File: config.mk
export PLATFORM = sky130hd
export DESIGN_NAME = reset_lp_sequencer
export DESIGN_NICKNAME = d
export VERILOG_FILES = /design/src/design/rst_seq_pkg.sv /design/src/design/reset_pin_sync.sv /design/src/design/reset_lp_sequencer.sv
export SDC_FILE = /design/constraint.sdc
export NUM_CORES = 1
export LEC_CHECK = 0
export BUFFER_PORTS_ARGS = -buffer_cell sky130_fd_sc_hd__buf_2
export CAP_MARGIN = 40
export CORE_AREA = 2 2 120 99
export CTS_BUF_LIST = sky130_fd_sc_hd__clkbuf_16
export DETAILED_ROUTE_END_ITERATION = 7
export DIE_AREA = 0 0 122 101
export GPL_ROUTABILITY_DRIVEN = 0
export PLACE_DENSITY = 0.81
export SETUP_SLACK_MARGIN = 0.02
export SLEW_MARGIN = 40
export SYNTH_ARGS = -nofsm -noshare
export SYNTH_HDL_FRONTEND = slang
export SYNTH_SLANG_ARGS = --single-unit
File: constraint.sdc
create_clock -name clk -period 3.55 [get_ports clk]
set_clock_uncertainty 0.2 [all_clocks]
set_input_delay 0.71 -clock clk [delete_from_list [all_inputs] [get_ports clk]]
set_output_delay 0.71 -clock clk [all_outputs]
set_load 0.02 [all_outputs]
File: src/design/rst_seq_pkg.sv
// constants, encodings and helpers shared by the reset and low-power sequencer
package rst_seq_pkg;

   ////////////////////////////////////////////////////////////////////////////////
   // clock and timing
   localparam int CLK_MHZ = 40;
   // device-side hard reset stretch, well past the longest external pulse
   localparam int HARD_HOLD_NS = 3000;
   localparam int SOFT_HOLD_NS = 800;
   // gap between self-refresh command and memory clock stop
   localparam int SR_SETTLE_NS = 200;

   // least time rounded up to whole cycles, never below one
   function automatic int cycles_of(input int ns);
      int c;
      c = (ns * CLK_MHZ + 999) / 1000;
      return (c < 1) ? 1 : c;
   endfunction

   localparam int CNT_W = 8;
   localparam logic [CNT_W-1:0] HARD_CYC = CNT_W'(cycles_of(HARD_HOLD_NS));
   localparam logic [CNT_W-1:0] SOFT_CYC = CNT_W'(cycles_of(SOFT_HOLD_NS));
   localparam logic [CNT_W-1:0] SR_CYC = CNT_W'(cycles_of(SR_SETTLE_NS));

   ////////////////////////////////////////////////////////////////////////////////
   // register map (byte addresses)
   localparam int ADDR_W = 8;
   localparam logic [ADDR_W-1:0] ADDR_RESET_STATUS = 8'h00;
   localparam logic [ADDR_W-1:0] ADDR_RESET_CONTROL = 8'h04;
   localparam logic [ADDR_W-1:0] ADDR_MAP_BASE = 8'h08;
   localparam logic [ADDR_W-1:0] ADDR_CONFIG_WORD = 8'h0C;

   // reset_status_reg fields
   localparam int STAT_HARD_BIT = 0;
   localparam int STAT_SOFT_BIT = 1;
   localparam int STAT_POR_BIT = 2;
   localparam int STAT_LP_BIT = 8;
   localparam logic [2:0] STAT_HARD = 3'h1;
   localparam logic [2:0] STAT_SOFT = 3'h2;
   localparam logic [2:0] STAT_POR = 3'h4;

   // reset_control_reg fields
   localparam int CTRL_SOFT_BIT = 0;
   localparam int CTRL_LP_REQ_BIT = 1;
   localparam int CTRL_SR_EN_BIT = 2;

   // config_word clock-mode bits, kept from power-on reset only
   localparam int CW_LBUS_CM_BIT = 1;
   localparam int CW_MEM_CM_BIT = 2;
   localparam logic [31:0] CW_CM_MASK = 32'h0000_0006;

   // reset values
   localparam logic [31:0] MAP_BASE_RST = 32'hFF00_0000;
   localparam logic [31:0] CONFIG_RST = 32'h0000_0000;

   ////////////////////////////////////////////////////////////////////////////////
   // sequencer states, gray along the power-on and hard reset paths, not the soft or low-power ones
   typedef enum logic [2:0] {
      ST_POR_LOAD = 3'h4,
      ST_RUN = 3'h0,
      ST_HARD_DRIVE = 3'h1,
      ST_HARD_RELEASE = 3'h3,
      ST_CFG_LOAD = 3'h2,
      ST_SOFT_HOLD = 3'h6,
      ST_LP_REFRESH = 3'h7,
      ST_LP_SLEEP = 3'h5
   } seq_state_e;

endpackage

File: src/design/reset_pin_sync.sv
// two-flop synchroniser for the active-low reset pins
module reset_pin_sync
   import rst_seq_pkg::*;
#(
   parameter int WIDTH = 2
) (
   // clock, reset, enable
   input wire logic clk,
   input wire logic nrst,
   input wire logic ce,
   // pins in, synchronised out
   input wire logic [WIDTH-1:0] din,
   output logic [WIDTH-1:0] dout
);

   typedef struct packed {
      logic [WIDTH-1:0] meta;
      logic [WIDTH-1:0] stable;
   } sync_s;

   sync_s q, n;

   always_comb begin
      n.meta = din;
      n.stable = q.meta;
   end

   // idle pins are high, so start from the negated level
   always_ff @(posedge clk) begin
      if (!nrst) begin
         q <= '{meta: '1, stable: '1};
      end else if (ce) begin
         q <= n;
      end
   end

   assign dout = q.stable;

endmodule // reset_pin_sync

File: src/design/reset_lp_sequencer.sv
// reset and low-power sequencer: hard, soft and power-on reset, memory self-refresh entry
module reset_lp_sequencer
   import rst_seq_pkg::*;
(
   // clock, reset, enable
   input wire logic clk,
   input wire logic nrst,
   input wire logic ce,
   // register port
   input wire logic [ADDR_W-1:0] addr,
   input wire logic [31:0] wdata,
   input wire logic we,
   input wire logic re,
   output logic [31:0] rdata,
   // hard_reset_line, active low open drain
   input wire logic hard_reset_line_n_in,
   output logic hard_reset_line_n_out,
   output logic hard_reset_line_n_oe,
   // soft_reset_line, active low open drain
   input wire logic soft_reset_line_n_in,
   output logic soft_reset_line_n_out,
   output logic soft_reset_line_n_oe,
   // configuration word source
   input wire logic [31:0] config_word_in,
   // low-power wake
   input wire logic wake_req,
   // reset outputs to the chip
   output logic mem_ctrl_rst,
   output logic lbus_ctrl_rst,
   output logic masters_rst,
   // memory and bus control
   output logic memory_clock_out_en,
   output logic self_refresh_cmd,
   output logic master_hold,
   // configuration out
   output logic local_bus_clock_mode,
   output logic memory_clock_mode,
   output logic [31:0] internal_map_base
);

   ////////////////////////////////////////////////////////////////////////////////
   // state
   typedef struct packed {
      seq_state_e st;
      logic [CNT_W-1:0] cnt;
      logic [31:0] cfg;
      logic [31:0] map_base;
      logic [2:0] rst_stat;
      logic sw_soft, lp_req, sr_en;
      logic [31:0] rdata;
      logic hard_oe, soft_oe, mem_rst, lbc_rst, mst_rst, mem_clk_en, sr_cmd, hold;
   } seq_s;

   localparam seq_s SEQ_RST = '{
      st: ST_POR_LOAD, cnt: '0, cfg: CONFIG_RST, map_base: MAP_BASE_RST, rst_stat: STAT_POR,
      sw_soft: 1'b0, lp_req: 1'b0, sr_en: 1'b0, rdata: '0, hard_oe: 1'b0, soft_oe: 1'b0,
      mem_rst: 1'b1, lbc_rst: 1'b1, mst_rst: 1'b1, mem_clk_en: 1'b1, sr_cmd: 1'b0, hold: 1'b0
   };

   seq_s q, n;
   logic hard_sync_n;
   logic soft_sync_n;
   logic hard_seen;

   ////////////////////////////////////////////////////////////////////////////////
   // pin synchronisers
   // sync hard and soft pins
   reset_pin_sync #(
      .WIDTH(2)
   ) u_pin_sync (
      .clk(clk),
      .nrst(nrst),
      .ce(ce),
      .din({hard_reset_line_n_in, soft_reset_line_n_in}),
      .dout({hard_sync_n, soft_sync_n})
   );

   // hard reset may interrupt any settled state, never its own sequence
   assign hard_seen = !hard_sync_n && (q.st == ST_RUN || q.st == ST_SOFT_HOLD ||
                                       q.st == ST_LP_REFRESH || q.st == ST_LP_SLEEP);

   ////////////////////////////////////////////////////////////////////////////////
   // next state
   always_comb begin
      n = q;
      n.sr_cmd = 1'b0;
      n.rdata = '0;

      if (re) begin
         unique case (addr)
            ADDR_RESET_STATUS: begin
               n.rdata[2:0] = q.rst_stat;
               n.rdata[STAT_LP_BIT] = (q.st == ST_LP_SLEEP);
            end
            ADDR_RESET_CONTROL: begin
               n.rdata[CTRL_SOFT_BIT] = q.sw_soft;
               n.rdata[CTRL_LP_REQ_BIT] = q.lp_req;
               n.rdata[CTRL_SR_EN_BIT] = q.sr_en;
            end
            ADDR_MAP_BASE: n.rdata = q.map_base;
            ADDR_CONFIG_WORD: n.rdata = q.cfg;
            default: n.rdata = '0;
         endcase
      end

      // writes first, so hardware events below win over them
      if (we) begin
         unique case (addr)
            ADDR_RESET_STATUS: n.rst_stat = q.rst_stat & ~wdata[2:0];
            ADDR_RESET_CONTROL: begin
               n.sw_soft = wdata[CTRL_SOFT_BIT];
               n.lp_req = wdata[CTRL_LP_REQ_BIT];
               n.sr_en = wdata[CTRL_SR_EN_BIT];
            end
            ADDR_MAP_BASE: n.map_base = wdata;
            default: n.map_base = q.map_base;
         endcase
      end

      if (hard_seen) begin
         n.st = ST_HARD_DRIVE;
         n.cnt = HARD_CYC - CNT_W'(1);
         n.hard_oe = 1'b1;
         n.soft_oe = 1'b0;
         n.mem_rst = 1'b1;
         n.lbc_rst = 1'b1;
         n.mst_rst = 1'b1;
         n.map_base = MAP_BASE_RST;
         n.rst_stat = STAT_HARD;
         n.sw_soft = 1'b0;
         n.lp_req = 1'b0;
         n.sr_en = 1'b0;
         n.mem_clk_en = 1'b1;
         n.hold = 1'b0;
      end else begin
         unique case (q.st)
            ST_POR_LOAD: begin
               n.cfg = config_word_in;
               n.mem_rst = 1'b0;
               n.lbc_rst = 1'b0;
               n.mst_rst = 1'b0;
               n.st = ST_RUN;
            end
            ST_RUN: begin
               if (!soft_sync_n || q.sw_soft) begin
                  n.st = ST_SOFT_HOLD;
                  n.cnt = SOFT_CYC - CNT_W'(1);
                  n.mst_rst = 1'b1;
                  n.soft_oe = 1'b1;
                  n.sw_soft = 1'b0;
                  n.rst_stat = STAT_SOFT;
               end else if (q.lp_req) begin
                  n.st = ST_LP_REFRESH;
                  n.cnt = SR_CYC - CNT_W'(1);
                  n.sr_cmd = q.sr_en;
                  n.hold = 1'b1;
               end
            end
            ST_SOFT_HOLD: begin
               if (q.cnt != '0) begin
                  n.cnt = q.cnt - CNT_W'(1);
               end else begin
                  n.soft_oe = 1'b0;
                  // own drive must be off and the pin seen high again
                  if (!q.soft_oe && soft_sync_n) begin
                     n.mst_rst = 1'b0;
                     n.st = ST_RUN;
                  end
               end
            end
            ST_HARD_DRIVE: begin
               if (q.cnt != '0) begin
                  n.cnt = q.cnt - CNT_W'(1);
               end else begin
                  n.hard_oe = 1'b0;
                  n.st = ST_HARD_RELEASE;
               end
            end
            ST_HARD_RELEASE: begin
               // a source still holding the line keeps us here
               if (hard_sync_n) begin
                  n.st = ST_CFG_LOAD;
               end
            end
            ST_CFG_LOAD: begin
               n.cfg = (config_word_in & ~CW_CM_MASK) | (q.cfg & CW_CM_MASK);
               n.mem_rst = 1'b0;
               n.lbc_rst = 1'b0;
               n.mst_rst = 1'b0;
               n.st = ST_RUN;
            end
            ST_LP_REFRESH: begin
               // bus requests stay held off through the clock stop and sleep, until wake
               if (q.cnt != '0) begin
                  n.cnt = q.cnt - CNT_W'(1);
               end else begin
                  n.mem_clk_en = 1'b0;
                  n.st = ST_LP_SLEEP;
               end
            end
            ST_LP_SLEEP: begin
               if (wake_req) begin
                  n.mem_clk_en = 1'b1;
                  n.hold = 1'b0;
                  n.lp_req = 1'b0;
                  n.st = ST_RUN;
               end
            end
         endcase
      end
   end

   always_ff @(posedge clk) begin
      if (!nrst) begin
         q <= SEQ_RST;
      end else if (ce) begin
         q <= n;
      end
   end

   ////////////////////////////////////////////////////////////////////////////////
   // outputs
   assign rdata = q.rdata;
   assign hard_reset_line_n_out = 1'b0;
   assign hard_reset_line_n_oe = q.hard_oe;
   assign soft_reset_line_n_out = 1'b0;
   assign soft_reset_line_n_oe = q.soft_oe;
   assign mem_ctrl_rst = q.mem_rst;
   assign lbus_ctrl_rst = q.lbc_rst;
   assign masters_rst = q.mst_rst;
   assign memory_clock_out_en = q.mem_clk_en;
   assign self_refresh_cmd = q.sr_cmd;
   assign master_hold = q.hold;
   assign local_bus_clock_mode = q.cfg[CW_LBUS_CM_BIT];
   assign memory_clock_mode = q.cfg[CW_MEM_CM_BIT];
   assign internal_map_base = q.map_base;
endmodule // reset_lp_sequencer

# == Word-level counts from Yosys, hierarchy flattened ==
# Index checks and enable logic that the tools add are counted.
# op_classes
bitwise_logic,4
addsub,1
n_reduce_logical,36
n_eq_ne,22
muxes,47
# ops
op,n
32-bit two-way mux,3
32-bit one-hot mux with 2 select lines,1
23-bit one-hot mux with 2 select lines,1
38-bit two-way mux,1
11-bit two-way mux,3
32-bit by 3-bit bitwise OR with 32-bit output,1
3-bit two-way mux,8
3-bit one-hot mux with 7 select lines,1
"3-bit != test, second input constant",6
"8-bit by 4-bit equality test with 1-bit output, second input constant",2
8-bit one-hot mux with 2 select lines,1
1-bit two-way mux,13
"3-bit equality test, second input constant",4
3-bit one-hot mux with 4 select lines,1
3-bit AND reduction,4
4-bit AND reduction,3
2-bit nonzero test,6
3-bit nonzero test,4
5-bit one-hot mux with 2 select lines,1
5-bit AND reduction,2
"3-bit by 2-bit != test with 1-bit output, second input constant",3
"8-bit by 3-bit equality test with 1-bit output, second input constant",1
8-bit zero test,1
4-bit two-way mux,2
25 further kinds,37
# word_totals
elab_cells,129
output_inout_bits,76
reg_bits,125

# == Longest topological paths before layout ==
# logic_depth
depth_word,7
mapped_depth,8
depth_no_buf,7

# == Cells and area by module ==
# From an unflattened synthesis, not the netlist that was laid out.
# hier_totals
hier_cells,702
hier_area_um2,5933.2
# by_module_without_submodules
module,area_per_inst_um2,cells_per_inst,instances,seq_area_each_um2
reset_lp_sequencer,5793.1,689,1,2402.3
reset_pin_sync,140.1,13,1,80.1

# == Worst setup path after synthesis ==
# No wires, ideal clock.
# synth_path
path_type,input-to-reg
from,input addr[1]
to,register q (netlist bit internal_map_base[10])
cell_stages,7
setup_slack_ns,1.173
t_arrival_ns,2.061
cell_sequence,nor4_1 nand4_1 and2_1 clkbuf_1 clkbuf_1 nand2_1 a21boi_1
# synth_between
elab_chain_cells,3
# synth_lines
item,line,rtl
from (decl),reset_lp_sequencer.sv:10,"input wire logic [ADDR_W-1:0] addr,"
8-bit by 4-bit equality test with 1-bit output,reset_lp_sequencer.sv:108,unique case (addr)
2-bit nonzero test (no line),-,
3-bit AND reduction (no line),-,
to (signal assigned),reset_lp_sequencer.sv:217,q <= n;
to (decl),reset_lp_sequencer.sv:60,"seq_s q, n;"
# No other way between the ends.
# A chain may end at the register's enable or synchronous reset.

# == Worst setup path in the final report ==
# layout_path
from,register q[110] (netlist name)
to,register q[120] (netlist name)
# layout_between
elab_chain_cells,3
elab_cells_between_ends,5
classes_between,3 x eq/ne; 2 x reduce/logical
# layout_lines
item,line
8-bit nonzero test *,"reset_lp_sequencer.sv:160, reset_lp_sequencer.sv:172, reset_lp_sequencer.sv:194"
3-bit != test (no line),-
8-bit AND reduction (no line) *,-
# Mark *: on every way between the ends. The rest lies on a longest branch, timed or not.

==> summary.md <==
| Metric | Value |
|---|---|
| Syn-to-layout area delta | `15.8%` |
| Setup WS post-layout | `0.960 ns` |
| Largest net degree at the start of global routing | `49` |
| Slew @ Worst Pin | `0.798 ns` |
| Cells after synthesis | `726` |
| Die Area | `12,300 um2` |
| RSZ-0062 raised after global routing | `false` |
| CP max-delay cell | `o311ai_0` |
| Vias post-DR | `5,372` |
| Post-DP HPWL | `10.9 mm` |
| Vias in the first global route | `4,936` |
| Core Rows | `35` |
| Gr ovfl total | `0` |
| PwrDens | `543 nW/um2` |
| Vias per cell | `5.61` |
| Crit end category | `flop` |
| Cts hold-fix bufs | `0` |
| Reg area | `2480 um2` |
| Wire per inst | `16.4 um` |
| Worst-skew pair later-pin latency | `0.42 ns` |
| Register bit total from synthesis | `roughly 120` |
| Worst-path clk slew | `around 0.060 ns` |
| Sequential element share of the synthesized area | `41.7%` |
| CTS tree | `done` |
| Startpoint types | `flop` |
| DRC | `0` |
| Post-Syn Area | `5950 um2` |
| Setup tns final | `0 ns` |
| Detailed router's first-iteration violation count | `613` |
| Fmax | `386 MHz` |
| Ratio of cells with drive above 1 in the final layout | `26.5%` |
| MaxCap Viol Count | `0` |
| Max FO, Critical Path | `5` |
| Max Root-Sink Buffers | `2` |
| Mean Syn Cell Area | `8.19 um2` |
| I/O pin cnt | `156` |
| Worst Path Arrival | `2.69 ns` |
| Final Hold Violating Endpoints | `0` |
| Hold Crit Start | `rdata[24]$_SDFFE_PN0P_` |
| Slew HR | `46.7%` |
| Drt pass-1 iters | `5` |
| Port bufs | `between 150 and 200` |
| CP peak stage delay | `around 0.48 ns` |
| Final max-slew violation count | `0` |
| Hold slack | `approximately 0.25 ns` |
| Final critical-path required period | `2.59 ns` |
| Most frequent cells in the layout | `buf_2 (153), nand2_1 (148), dfxtp_1 (124)` |
| Worst endpoint required time | `between 3 and 4 ns` |
| Final worst path period share | `between 70 and 80%` |
| CP Buf/Inv Count | `1` |
| Min-delay worst type | `reg2reg` |
| Final nets | `879` |
| LEAKAGE | `2.92 nW` |
| Initial antenna violation count | `0` |
| Global-route wire length before repair | `24.7 mm` |
| Die height | `101 um` |
| Run status | `completed` |
| VDD IR-drop max | `0.359 mV` |
| Routed Antenna Nets | `0` |
| Chip Width | `122 um` |
| Setup Slack @ Placement | `0.678 ns` |
| Total track usage | `25.7%` |
| Synth cell types | `63` |
| H-tree levels | `4` |
| CTS Buf Count | `17` |
| Commonest non-fill, non-tap cell in the layout | `buf_2` |
| PostCTS Resize Cnt | `0` |
| Clock Sinks | `~120` |
| Synth async-reset ratio | `0%` |
| Effective utilization at floorplan | `53.3%` |
| R2r startpoint | `q[110]$_SDFFE_PN0P_` |
| Core area | `11,200 um2` |
| Endpoints failing setup | `0` |
| Multi-input logic area | `2740 um2` |
| Clk root buf | `clkbuf_16` |
| Top FF cell, synth | `dfxtp_1` |
| Final wirelength | `15.7 mm` |
| Crit path cell chain | `inv_1 -> ha_1 -> nor3b_1 -> nand2_1 -> o311ai_0 -> nand3_1 -> o2bb2a_4` |
| Critical Path Source | `q[110]$_SDFFE_PN0P_` |
| Top delay family on crit path | `simple AND/OR/NAND/NOR gates` |
| Path type of the worst setup path | `reg2reg` |
| Ys Warns | `0` |
| N_diodes | `0` |
| Fill count | `around 970` |
| # Post-CTS Setup Buffers | `0` |
| EDFF count, synth | `0` |
==> layout make-up <==
| type | count | share of cell area [%] |
|---|---|---|
| well taps | 148 | 2.69 |
| multi-input cells | 477 | 39.8 |
| clock inverters | 15 | 2.16 |
| clock buffers | 17 | 6.17 |
| flip-flops and latches | 124 | 36.0 |
| inverters | 10 | 0.545 |
| repair buffers | 167 | 12.6 |
==> where the power goes <==
part / internal, mW / switching, mW
combinational: 0.202 / 0.343
clock: 1.03 / 0.651
sequential: 1.46 / 0.0552
total: 2.70 / 1.05
==> worst register-to-register path, cell delays in order, from the launching register on <==
cell and delay, ns:
dfxtp_1 0.35, inv_1 0.11, ha_1 0.15, nor3b_1 0.45, nand2_1 0.17, o311ai_0 0.48, nand3_1 0.30, o2bb2a_4 0.28
==> path summary, 6_finish.rpt <==
kind,depth (start not counted),end,slack (ns)
worst max-delay path,7,q[120]$_SDFFE_PN1P_,0.96
worst max register to register,7,q[120]$_SDFFE_PN1P_,0.96
worst min register to register,2,rdata[24]$_SDFFE_PN0P_,0.25
worst min-delay path,2,rdata[24]$_SDFFE_PN0P_,0.25
==> Yosys cell counts, types with 2 or more instances <==
library cell | n | share of area, %
a21boi_1 | 35 | 4.4
nor3_1 | 7 | 0.59
nor2b_1 | 9 | 0.95
buf_4 | 67 | 8.5
nor3b_1 | 3 | 0.38
and3b_1 | 3 | 0.44
nand4_1 | 3 | 0.32
or3b_2 | 2 | 0.29
nor4_1 | 4 | 0.42
a31oi_1 | 2 | 0.21
nand2_1 | 149 | 9.4
ha_1 | 2 | 0.42
or3_1 | 2 | 0.21
xor2_1 | 2 | 0.29
a21oi_1 | 12 | 1.0
a21o_1 | 2 | 0.25
buf_2 | 9 | 0.76
o21bai_1 | 3 | 0.38
o21a_1 | 4 | 0.50
a22oi_1 | 31 | 3.9
dfxtp_1 | 124 | 42
mux2i_1 | 8 | 1.3
o21ai_0 | 48 | 4.0
a221oi_1 | 4 | 0.59
clkbuf_1 | 39 | 2.5
nor2_1 | 21 | 1.3
nand3_1 | 41 | 3.4
o31ai_1 | 5 | 0.63
nand2b_1 | 5 | 0.53
and2_1 | 6 | 0.63
a21boi_0 | 23 | 2.9
and3_1 | 5 | 0.53
o211a_1 | 3 | 0.50
o41ai_1 | 2 | 0.29
o211ai_1 | 5 | 0.63
inv_1 | 9 | 0.57
==> registers in the layout, summed over array words and instances (netlist names) <==
register              flops
internal_map_base        32
memory_clock_out_en       1
memory_clock_mode         1
self_refresh_cmd          1
local_bus_clock_mode      1
soft_reset_line_n_oe      1
mem_ctrl_rst              1
q                        47
hard_reset_line_n_oe      1
master_hold               1
rdata                    32
u_pin_sync.n              2
u_pin_sync.dout           2
masters_rst               1
==> logic make-up (layout without fill, tap and decap cells) <==
logic type                 Yosys count  after routing  synth area share, %
adders and majority gates            2              2                0.421
and+or+nand+nor                    267            267                 20.5
xor gates and xnor gates             2              2                0.294
muxes                                9              9                 1.54
AOI/OAI and AO/OA                  195            195                 23.0
buffers and inverters              126            209                 12.5
DFF                                124            124                 41.7
other                                1              2               0.0630
==> routing by layer <==
metal	vias to the layer above	GRT usage (%)	share of wire, %
met2	225	39.4	45
met3	35	4.30	6.7
li1	2598	-	-
met5	-	0	0
met1	2514	35.6	46
met4	0	11.4	2.3
==> per-stage QoR <==
stage	utilization, %	instances	power, mW	instance area, um2
global route	61.7	958	3.89	6890
detailed placement	56.6	926	2.08	6320
CTS	61.7	958	3.75	6890
finish	61.7	958	3.75	6890
global placement	56.5	926	2.07	6310
floorplan	-	727	1.92	5950
Note: power is estimated with default switching activity, not from simulation.
